## src/hdl/sba_pkg.sv

```systemverilog
// ---------------------------------------------------------------------------
// Shared constants and types for the system bus arbiter
// ---------------------------------------------------------------------------
package sba_pkg;

  // Slots on the processor segment; higher index sits further right
  localparam int unsigned SLOTS      = 7;
  localparam int unsigned SLOT_W     = 3;
  // Slot of the board that holds this arbiter and its slave registers
  localparam logic [2:0]  LOCAL_SLOT = 3'h0;

  // Bus widths
  localparam int unsigned ADR_W = 16;
  localparam int unsigned DAT_W = 16;

  // Firmware address window shared by all card-cage boards
  localparam logic [15:0] WIN_LO = 16'hf000;
  localparam logic [15:0] WIN_HI = 16'hf7ff;

  // Base of this board's I/O registers inside the window
  localparam logic [15:0] REG_BASE  = 16'hf100;
  localparam int unsigned REG_NUM   = 8;
  localparam int unsigned REG_IDX_W = 3;
  // Register index sits in address bits [3:1]; [15:4] pick the board
  localparam int unsigned IDX_LSB   = 1;
  localparam int unsigned BASE_LSB  = 4;

  // Values after reset
  localparam logic [15:0] REG_RST   = 16'h0000;
  localparam logic [6:0]  GRANT_RST = 7'h00;

  // One bus cycle as offered by a slot or as seen on the shared bus
  typedef struct packed {
    logic [15:0] adr;
    logic        rd;
    logic        wr;
    logic [15:0] wdata;
  } sba_cmd_t;

  localparam sba_cmd_t CMD_IDLE = '{adr: 16'h0000, rd: 1'b0, wr: 1'b0,
                                    wdata: 16'h0000};

  // Answer of a slave to a read or write
  typedef struct packed {
    logic        ack;
    logic        oe;
    logic [15:0] rdata;
  } sba_rsp_t;

  localparam sba_rsp_t RSP_IDLE = '{ack: 1'b0, oe: 1'b0, rdata: 16'h0000};

  // Arbiter states
  typedef enum logic [0:0] {
    ARB_IDLE  = 1'b0,
    ARB_OWNED = 1'b1
  } sba_arb_state_t;

endpackage

```

## src/hdl/sba_arbiter.sv

```systemverilog
`timescale 1ns/100ps
module sba_arbiter
(
  input  wire logic                   i_clock,
  input  wire logic                   i_resetn,
  input  wire logic [6:0]             i_req,
  input  wire sba_pkg::sba_cmd_t [6:0] i_slot_cmd,
  output      logic [6:0]             o_grant,
  output      logic [6:0]             o_drive_en,
  output      logic                   o_busy,
  output      sba_pkg::sba_cmd_t      o_bus,
  output      sba_pkg::sba_rsp_t      o_rsp
);

  // -------------------------------------------------------------------------
  // Reset release
  // -------------------------------------------------------------------------
  logic rst_meta_reg;
  logic rst_meta_next;
  logic rst_n_reg;
  logic rst_n_next;

  // Release ripples through both stages
  always_comb
  begin
    rst_meta_next = 1'b1;
    rst_n_next    = rst_meta_reg;
  end

  // Two-stage release of the asynchronous reset
  always_ff @(posedge i_clock or negedge i_resetn)
  begin
    if (!i_resetn)
    begin
      rst_meta_reg <= 1'b0;
      rst_n_reg    <= 1'b0;
    end
    else
    begin
      rst_meta_reg <= rst_meta_next;
      rst_n_reg    <= rst_n_next;
    end
  end

  // -------------------------------------------------------------------------
  // Priority pick
  // -------------------------------------------------------------------------
  logic [6:0] req_above;
  logic [6:0] win_onehot;
  logic [2:0] win_idx;
  logic       any_req;

  // Per slot: any request further right blocks this one
  genvar s;
  generate
    for (s = 0; s < sba_pkg::SLOTS; s++)
    begin : g_pick
      assign req_above[s]  = |(i_req >> (s + 1));
      assign win_onehot[s] = i_req[s] && !req_above[s];
    end
  endgenerate

  // Any slot asking for the bus
  assign any_req = |i_req;

  // Index of the single winning slot
  always_comb
  begin
    win_idx = 3'h0;
    for (int i = 0; i < sba_pkg::SLOTS; i++)
      if (win_onehot[i])
        win_idx = i[2:0];
  end

  // -------------------------------------------------------------------------
  // Grant state machine
  // -------------------------------------------------------------------------
  sba_pkg::sba_arb_state_t state_reg;
  sba_pkg::sba_arb_state_t state_next;
  logic [6:0]              grant_reg;
  logic [6:0]              grant_next;
  logic [2:0]              owner_reg;
  logic [2:0]              owner_next;
  logic                    owner_req;

  // Request line of the slot now holding the bus
  assign owner_req = i_req[owner_reg];

  // Next grant, owner and state
  always_comb
  begin
    state_next = state_reg;
    grant_next = grant_reg;
    owner_next = owner_reg;
    case (state_reg)
      sba_pkg::ARB_IDLE:
      begin
        if (any_req)
        begin
          state_next = sba_pkg::ARB_OWNED;
          owner_next = win_idx;
          grant_next = win_onehot;
        end
      end
      sba_pkg::ARB_OWNED:
      begin
        // Owner dropping its request ends the tenure; one idle cycle
        // follows so two grants never overlap
        if (!owner_req)
        begin
          state_next = sba_pkg::ARB_IDLE;
          grant_next = sba_pkg::GRANT_RST;
        end
      end
      default:
      begin
        state_next = sba_pkg::ARB_IDLE;
        grant_next = sba_pkg::GRANT_RST;
        owner_next = 3'h0;
      end
    endcase
  end

  // Grant state registers
  always_ff @(posedge i_clock or negedge rst_n_reg)
  begin
    if (!rst_n_reg)
    begin
      state_reg <= sba_pkg::ARB_IDLE;
      grant_reg <= sba_pkg::GRANT_RST;
      owner_reg <= 3'h0;
    end
    else
    begin
      state_reg <= state_next;
      grant_reg <= grant_next;
      owner_reg <= owner_next;
    end
  end

  // -------------------------------------------------------------------------
  // Shared bus drive
  // -------------------------------------------------------------------------
  // Owner's command, registered, and per-slot drive enables
  sba_pkg::sba_cmd_t       bus_reg;
  sba_pkg::sba_cmd_t       bus_next;
  sba_pkg::sba_cmd_t [6:0] slot_masked;
  logic [6:0]              drive_reg;
  logic [6:0]              drive_next;

  // Per slot: a command passes only while its slot keeps the grant
  generate
    for (s = 0; s < sba_pkg::SLOTS; s++)
    begin : g_mask
      assign slot_masked[s] = grant_next[s] ? i_slot_cmd[s]
                                            : sba_pkg::CMD_IDLE;
    end
  endgenerate

  // Only the granted slot reaches the shared address and command lines
  always_comb
  begin
    bus_next   = sba_pkg::CMD_IDLE;
    drive_next = grant_next;
    if (state_reg == sba_pkg::ARB_OWNED)
      for (int i = 0; i < sba_pkg::SLOTS; i++)
        bus_next = sba_pkg::sba_cmd_t'(bus_next | slot_masked[i]);
  end

  // Shared bus and drive enable registers
  always_ff @(posedge i_clock or negedge rst_n_reg)
  begin
    if (!rst_n_reg)
    begin
      bus_reg   <= sba_pkg::CMD_IDLE;
      drive_reg <= sba_pkg::GRANT_RST;
    end
    else
    begin
      bus_reg   <= bus_next;
      drive_reg <= drive_next;
    end
  end

  // -------------------------------------------------------------------------
  // Local slave registers
  // -------------------------------------------------------------------------
  logic local_slave;

  // Local board answers only while another slot holds the bus
  assign local_slave = !drive_reg[sba_pkg::LOCAL_SLOT];

  // Register file reached through the shared bus
  sba_slave_regs u_regs
  (
    .i_clock  (i_clock),
    .i_rst_n  (rst_n_reg),
    .i_enable (local_slave),
    .i_bus    (bus_reg),
    .o_rsp    (o_rsp)
  );

  // -------------------------------------------------------------------------
  // Outputs
  // -------------------------------------------------------------------------
  // Every output straight from a flop
  assign o_grant    = grant_reg;
  assign o_drive_en = drive_reg;
  assign o_busy     = state_reg;
  assign o_bus      = bus_reg;

endmodule // sba_arbiter

```

## src/hdl/sba_slave_regs.sv

```systemverilog
`timescale 1ns/100ps
// ---------------------------------------------------------------------------
// I/O registers that answer the current bus master
// ---------------------------------------------------------------------------
module sba_slave_regs
(
  input  wire logic              i_clock,
  input  wire logic              i_rst_n,
  input  wire logic              i_enable,
  input  wire sba_pkg::sba_cmd_t i_bus,
  output      sba_pkg::sba_rsp_t o_rsp
);

  logic [15:0]       regs_reg [sba_pkg::REG_NUM];
  logic [15:0]       regs_next[sba_pkg::REG_NUM];
  sba_pkg::sba_rsp_t rsp_reg;
  sba_pkg::sba_rsp_t rsp_next;
  logic              in_win;
  logic              hit;
  logic [2:0]        idx;

  // Address decode within the shared window
  assign in_win = (i_bus.adr >= sba_pkg::WIN_LO) &&
                  (i_bus.adr <= sba_pkg::WIN_HI);
  assign hit    = in_win && i_enable &&
                  (i_bus.adr[15:sba_pkg::BASE_LSB] ==
                   sba_pkg::REG_BASE[15:sba_pkg::BASE_LSB]);
  assign idx    = i_bus.adr[sba_pkg::IDX_LSB +: sba_pkg::REG_IDX_W];

  // Per-register write capture
  genvar g;
  generate
    for (g = 0; g < sba_pkg::REG_NUM; g++)
    begin : g_reg
      always_comb
      begin
        regs_next[g] = regs_reg[g];
        if (hit && i_bus.wr && idx == 3'(g))
          regs_next[g] = i_bus.wdata;
      end

      always_ff @(posedge i_clock or negedge i_rst_n)
      begin
        if (!i_rst_n)
          regs_reg[g] <= sba_pkg::REG_RST;
        else
          regs_reg[g] <= regs_next[g];
      end
    end
  endgenerate

  // Read data, drive enable and acknowledge
  always_comb
  begin
    rsp_next = sba_pkg::RSP_IDLE;
    if (hit && (i_bus.rd || i_bus.wr))
      rsp_next.ack = 1'b1;
    if (hit && i_bus.rd)
    begin
      rsp_next.oe    = 1'b1;
      rsp_next.rdata = regs_reg[idx];
    end
  end

  always_ff @(posedge i_clock or negedge i_rst_n)
  begin
    if (!i_rst_n)
      rsp_reg <= sba_pkg::RSP_IDLE;
    else
      rsp_reg <= rsp_next;
  end

  assign o_rsp = rsp_reg;

endmodule // sba_slave_regs

```

## config.mk

```make
export PLATFORM = sky130hd
export DESIGN_NAME = sba_arbiter
export DESIGN_NICKNAME = d
export VERILOG_FILES = /design/src/hdl/sba_pkg.sv /design/src/hdl/sba_arbiter.sv /design/src/hdl/sba_slave_regs.sv
export SDC_FILE = /design/constraint.sdc
export NUM_CORES = 1
export LEC_CHECK = 0
export BUFFER_PORTS_ARGS = -buffer_cell sky130_fd_sc_hd__buf_2
export CORE_ASPECT_RATIO = 0.75
export CORE_MARGIN = 4
export CORE_UTILIZATION = 51
export DETAILED_ROUTE_END_ITERATION = 12
export PLACE_DENSITY_LB_ADDON = 0.05
export SLEW_MARGIN = 10
export SYNTH_ARGS = -nofsm -noshare
export SYNTH_HDL_FRONTEND = slang
export SYNTH_SLANG_ARGS = --single-unit
```

## constraint.sdc

```tcl
create_clock -name i_clock -period 6.4 [get_ports i_clock]
set_clock_uncertainty 0.05 [all_clocks]
set_input_delay 0.32 -clock i_clock [delete_from_list [all_inputs] [get_ports i_clock]]
set_output_delay 0.32 -clock i_clock [all_outputs]
set_load 0.02 [all_outputs]
```

==> impl_results.md, run 1 <==
* Design area at 0.01142 sq mm
* Port Buffers at 313
* Clk_lat worst skew at roughly 0.44 ns
* Avg Cell Area, Syn at 13.78 sq um
* Clk pwr share at 31.1%
* Sw Ratio at 35.62%
* Routed wire length at 30060 microns
* Crit-path max FO at 41
* Num Clock Sinks at a little under 200
* TritonRoute pass-1 iters at 12
* Cell Area, Placed at 0.01083 sq mm
* Worst setup EP type: flip-flop
* Power per Cell Area at 288.4 mW/mm^2
* Max-cap viol count at 0
* Setup TNS at 0 ns
* LEAKAGE at 5.710 nW
* Max VDD drop at between 0.2 and 0.25 mV
* TritonCTS clock tree: done
* Core outline area at 0.01766 sq mm
* Slowest-stage cell, CP: nand4_1
* CTS HTree Levels at 4
* Residual DRC count at 0
* Antenna violations before repair at 7
* Vias/cell at 6.193
* Hold crit path type: primary input to flip-flop
* Routability cong. at 0.9370
* Ys Warns at 0
* Die ar. at 0.02020 sq mm
* Hold Startpoint: i_slot_cmd[211]
* EDFF count, synth at 0
* RSZ-0062 raised after global routing: false
* Hold endpoint: o_bus[7]$_DFF_PN0_
* Critical setup path kind: flip-flop to flip-flop
* Hpwl dp at 21590 microns
* Post-CTS Resized at 0
* Max reg flops at ~130
* Die width at roughly 160 microns
* R2r endpoint: u_regs.regs_reg[67]$_DFFE_PN0P_
* CP Cell Sequence: nand4_1 > mux2_2
* Post-Layout Cell Count at 1206
* RR Startpoint: o_bus[20]$_DFF_PN0_
* Die Y at between 100 and 150 microns
* Largest stage delay, worst path at approximately 1.1 ns
* Postcts setup bufs at 0
* CTS Buf Count at 17
* Hold path cells at 3
* Number of global-route vias before repair at 7692
* #FFs+latches synth at between 150 and 200
* DP Worst Slack at 3.440 ns
* Crit path DAT at 3.21 ns
* Max-slew violations at 0
* Placed cells at 1168
* Least-Margin Pin Slew at 1.113 ns
* Final Cycle Share at 46.11%
* Largest net degree at the start of global routing at 83
* CTS root buf: clkbuf_16
* DR WL/cell at between 20 and 25 microns
* Io pins at roughly 310
* Slew headroom at 25.14%
* Critical path launch point type: flip-flop
* Main synth FF type: dfrtp_1
* Mapped Cells at 665
* Cell variety after synth at 50
* Total global-route track usage at between 20% and 30%
* Sequential group share of total power at 44.9%
* Gate power share at roughly a quarter
* Nets at 1193
* Reg2Reg Depth at 2
* Initial Util at around 52%
* Synth Net Count at 912
* Setup-failing EPs final at 0
* Hold Vio Cnt, Final at 0
* Cell-internal power at roughly 0.0021 W
* First DRT Iteration DRCs at 926
* First-pass GRT wire length at 45230 microns
* Status: complete, no violations
* Via count at 7469
* Bufs on Longest Clock Path at 2
* Antenna viol nets, final at 0
* Post-synthesis sequential area ratio at 52.70%
* Area growth, synth to finish at 24.66%
* Cell area after synthesis at approximately 0.0092 sq mm
* Row count at between 40 and 50
* Overflow after GRT at 0
* Crit path time final at around 3.0 ns
* Ratio of cells with drive above 1 in the final layout at 55.47%
* Worst EP required at 6.66 ns
* Psw at 0.001173 W
* Synth async-reset ratio at 100.0%
* Clock-pin slew on the worst setup and hold paths at 0.07 ns
* Max Fclk at 0.3389 GHz
* Flop-to-flop setup slack at 3.45 ns
* Worst setup margin at around 3.4 ns
* Final-layout fill cell count at 1433
synthesized netlist by cell type (3+ instances only):
| master | count | area share (%) |
|---|---|---|
| mux4_2 | 33 | 8.1 |
| nand2_1 | 39 | 1.6 |
| nand3_1 | 5 | 0.27 |
| clkbuf_1 | 36 | 1.5 |
| a222oi_1 | 68 | 7.4 |
| o21ai_0 | 7 | 0.38 |
| nor4_1 | 3 | 0.20 |
| nor2_1 | 21 | 0.86 |
| buf_4 | 9 | 0.74 |
| inv_1 | 8 | 0.33 |
| mux2_4 | 10 | 1.6 |
| buf_6 | 4 | 0.49 |
| mux2_2 | 118 | 14 |
| buf_2 | 14 | 0.76 |
| mux2i_1 | 17 | 1.9 |
| a31oi_1 | 34 | 2.3 |
| nor3_1 | 4 | 0.22 |
| dfrtp_1 | 193 | 53 |
| a21oi_1 | 3 | 0.16 |
cell type report:
type / count / area, sq um / area share, %
clock inverters: 15 / 145.1 / 1.270
repair buffers: 327 / 1674 / 14.65
diodes: 5 / 12.51 / 0.1095
well taps: 242 / 302.8 / 2.650
inverters: 8 / 30.03 / 0.2628
multi-input cells: 399 / 3999 / 35.00
flip-flops and latches: 193 / 4836 / 42.33
clock buffers: 17 / 425.4 / 3.724
worst max-delay path, delay by kind of cell (launching register included):
family        cells  cell delay, ns
flops             1            1.06
simple gates      1            1.08
mux               1            0.61
power groups by stage:
stage	Sequential [W]	Clock [W]	Combinational, W
floorplan	0.00151	0	0.000433
global placement	0.00149	0	0.000780
detailed placement	0.00150	0	0.000786
CTS	0.00148	0.00104	0.000788
global route	0.00150	0.00109	0.000843
finish	0.00148	0.00102	0.000792
metrics by stage:
stage	hold WS, ns	util (%)	power, W
floorplan	-0.02559	-	0.001944
global placement	0.05428	61.35	0.002268
detailed placement	0.05703	61.35	0.002284
CTS	0.06904	64.63	0.003301
global route	0.08027	64.69	0.003432
finish	0.07875	64.70	0.003294
how the worst max path moves through the flow:
stage,from,end,slack (ns),cells after the start
2_1_floorplan,rst_n_reg$_DFF_PN0_,o_bus[0]$_DFF_PN0_,0.57,0
3_3_place_gp,o_bus[20]$_DFF_PN0_,u_regs.regs_reg[70]$_DFFE_PN0P_,3.50,2
3_5_place_dp,o_bus[20]$_DFF_PN0_,u_regs.regs_reg[72]$_DFFE_PN0P_,3.44,2
4_1_cts,o_bus[20]$_DFF_PN0_,u_regs.regs_reg[67]$_DFFE_PN0P_,3.42,2
5_1_grt,o_bus[20]$_DFF_PN0_,u_regs.regs_reg[72]$_DFFE_PN0P_,3.33,2
6_report,o_bus[20]$_DFF_PN0_,u_regs.regs_reg[67]$_DFFE_PN0P_,3.45,2
per-layer routing:
metal  vias to the layer above  share of wire, %  global-route usage, %
met1                      3818                42                  41.97
met4                         6               1.4                  6.338
met5                         -             0.093                      0
met2                       387                48                  47.77
met3                        49               8.6                  7.410
li1                       3209                 -                      -
cells in the final DEF (no fill, tap or decap), types with 2 or more instances in the layout:
master / n
buf_2: 313
dfrtp_1: 190
mux2_2: 118
a222oi_1: 68
nand2_1: 39
a31oi_1: 34
mux4_2: 33
nor2_1: 21
mux2i_1: 17
clkbuf_16: 17
buf_4: 13
mux2_4: 10
inv_1: 8
o21ai_0: 7
diode_2: 5
inv_8: 5
nor3_1: 4
nand3_1: 4
inv_6: 4
nor4_1: 3
a21oi_1: 3
nor4b_4: 2
o221ai_1: 2
or3_1: 2
and2_1: 2
nand2b_1: 2
nor2b_1: 2
and4b_1: 2
clkinv_4: 2
clkinvlp_4: 2
dfrtp_2: 2
logic make-up (layout without fill, tap and decap cells):
kind of cell / after synthesis / count (layout) / synth area share, %
flops: 193 / 193 / 52.70
mux: 178 / 178 / 26.10
compound gates: 123 / 123 / 11.32
simple gates: 97 / 97 / 5.952
buf+inv: 73 / 367 / 3.891
other cells: 1 / 6 / 0.04092
what timing repair did:
item | in CTS | in global routing
hold buffers | 1 | 0
endpoints found under the hold margin | 2 | 0
endpoints found under the setup margin | 0 | 0
(Power assumes the default switching activity.)
==> run 2: changes to the inputs <==
clock period = 2.74 ns   (was 6.4 ns; I/O delays follow)
==> run 2 against run 1 <==
The flow now finishes with violations (hold timing). Global-route usage is 1.9 points higher. Final area is 7.5% higher. Die area stayed put. Sequential power is 130% higher. Sequential cell count stayed put. Power is 150% higher. Critical path depth is 4 higher. Sequential share of layout area is 3.0 points lower. Maximum frequency is 15% higher. Worst hold slack worse by 0.090 ns. Critical endpoint is now o_bus[2]$_DFF_PN0_. Largest cell class unchanged. Largest power group unchanged.
==> impl_results.md, run 2 (synthesized netlist as in run 1, its figures left out) <==
* Total global-route track usage at 31.72%
* Crit-path max FO at 19
* Antenna violations before repair at 13
* Clock-pin slew on the worst setup and hold paths at 0.07 ns
* First DRT Iteration DRCs at 1225
* Clk_lat worst skew at roughly 0.43 ns
* CTS Buf Count at 17
* Max-cap viol count at 0
* Routed length on met1 at about 13000 microns
* TritonRoute pass-1 iters at 8
* Largest net degree at the start of global routing at 55
* Overflow after GRT at 0
* Sequential group share of total power at between 40% and 50%
* Post-Layout Cell Count at 1287
* Max-slew violations at 0
* Residual DRC count at 0
* Crit path max-delay family: buffers and inverters
* Reg2Reg Depth at 6
* Hold crit path type: primary input to flip-flop
* Top layer used by detailed routing: met5
* Core outline area at 0.01766 sq mm
* Least-Margin Pin Slew at 0.8766 ns
* Setup-failing EPs final at 0
* Slew headroom at around two fifths
* Status: complete, but fails checks
* Routability cong. at 0.9072
* R2r endpoint: o_bus[2]$_DFF_PN0_
* Max Fclk at 0.3902 GHz
* Placed cells at 1188
* Number of global-route vias before repair at 8185
* Crit path buf inv count at 2
* Max reg flops at 128
* Sw Ratio at between 30 and 40%
* Most frequent cells in the layout: buf_2, dfrtp_1, mux2_2
* Setup TNS at 0 ns
* Vias/cell at roughly 6.2
* Critical setup path kind: flip-flop to flip-flop
* WP depth at 6
* Initial Util at 51.91%
* Gate power share at 26.5%
* TritonCTS clock tree: done
* LEAKAGE at 6.102 nW
* Power per Cell Area at 660.6 mW/mm^2
* Final Cycle Share at roughly 94%
* Via count at 7938
* RSZ-0062 raised after global routing: false
* Flop-to-flop setup slack at 0.18 ns
* Failing checks: hold timing
* Critical path launch point type: flip-flop
* Slowest-stage cell, CP: dlygate4sd3_1
* Antenna viol nets, final at 0
* Hold Vio Cnt, Final at 1
* Bufs on Longest Clock Path at 2
* Area growth, synth to finish at 33.99%
* Hpwl dp at about 23000 microns
* Worst EP required at between 3 and 4 ns
* First-pass GRT wire length at 47970 microns
* CP Cell Sequence: mux4_2 > or2_2 > nand3_4 > buf_4 > a31oi_1 > dlygate4sd3_1
* Crit path time final at approximately 2.6 ns
* Met2 wire length at 15290 microns
* DR WL/cell at 24.94 microns
* Max VDD drop at 0.5481 mV
* RR Startpoint: owner_reg[0]$_DFFE_PN0P_
* Cell-internal power at 0.005341 W
* Port Buffers at roughly 310
* Die width at 162.8 microns
* Ratio of cells with drive above 1 in the final layout at about 53%
* Routed wire length at 32100 microns
* Worst Setup EP: o_bus[2]$_DFF_PN0_
* Worst setup EP type: flip-flop
* CTS HTree Levels at 4
* Crit path DAT at around 2.8 ns
* Critical path origin: owner_reg[0]$_DFFE_PN0P_
* CTS root buf: clkbuf_16
* Die Y at 124.1 microns
* Most common cell after layout, fill and taps aside: buf_2
* Largest stage delay, worst path at 0.57 ns
* Num Clock Sinks at 193
* Final hold slack at -0.01081 ns
* Metal3 WL at ~2800 microns
* Die ar. at 0.02020 sq mm
* Psw at around 0.0028 W
* Row count at 42
* Nets at 1271
* Io pins at 314
* Clk pwr share at between 30% and 40%
[run 2: final cells by class]
type | count | area, sq um
Timing Repair Buffer | 405 | 2492
Fill cell | 1310 | 5376
Antenna cell | 8 | 20.02
Multi-Input combinational cell | 399 | 4006
Inverter | 8 | 30.03
Clock inverter | 13 | 151.4
Sequential cell | 193 | 4835
Tap cell | 242 | 302.8
Clock buffer | 19 | 442.9
[run 2: stage by stage]
step	total power (W)	instance area, sq um	utilization, %	hold WS, ns	setup slack, ns
floorplan	0.004541	9169	-	-0.2086	0.4323
global placement	0.005459	11070	62.68	-0.1277	0.3675
global route	0.008425	12280	69.55	0.001102	0.02150
CTS	0.008107	12250	69.39	0.00001268	0.02669
detailed placement	0.005505	11070	62.68	-0.1251	0.3238
finish	0.008112	12280	69.55	-0.01081	0.1769
[run 2: routing by layer]
metal / global-route usage, % / vias up
met3: 9.097 / 89
met4: 11.84 / 10
li1: - / 3367
met1: 43.41 / 4025
met5: 0 / -
met2: 48.78 / 447
[run 2: worst min-delay path: cells and delay by family]
family | cells | cell delay (ns)
buffers and inverters | 1 | 0.11
AO/OA/AOI/OAI | 1 | 0.11
AND/OR/NAND/NOR | 1 | 0.05
[run 2: power by group through the flow]
stage	Clock (W)	Sequential (W)	Combinational (W)
floorplan	0	0.00353	0.00101
global placement	0	0.00348	0.00198
detailed placement	0	0.00350	0.00200
CTS	0.00254	0.00345	0.00212
global route	0.00266	0.00350	0.00226
finish	0.00251	0.00346	0.00215
[run 2: worst min-delay path by stage]
stage / start / endpoint / depth (start not counted)
finish: i_slot_cmd[219] / o_bus[15]$_DFF_PN0_ / 3
global route: i_slot_cmd[219] / o_bus[15]$_DFF_PN0_ / 3
CTS: i_slot_cmd[74] / o_bus[6]$_DFF_PN0_ / 3
detailed placement: i_resetn / rst_meta_reg$_DFF_PN0_ / 1
global placement: i_resetn / rst_meta_reg$_DFF_PN0_ / 1
floorplan: i_resetn / rst_meta_reg$_DFF_PN0_ / 0
[run 2: what timing repair did]
| item | in CTS | in global routing |
|---|---|---|
| endpoints found under the hold margin | 36 | 0 |
| gates resized for setup | 0 | 1 |
| setup endpoints to repair | 0 | 3 |
| setup buffers | 0 | 0 |
| hold buffers | 59 | 0 |
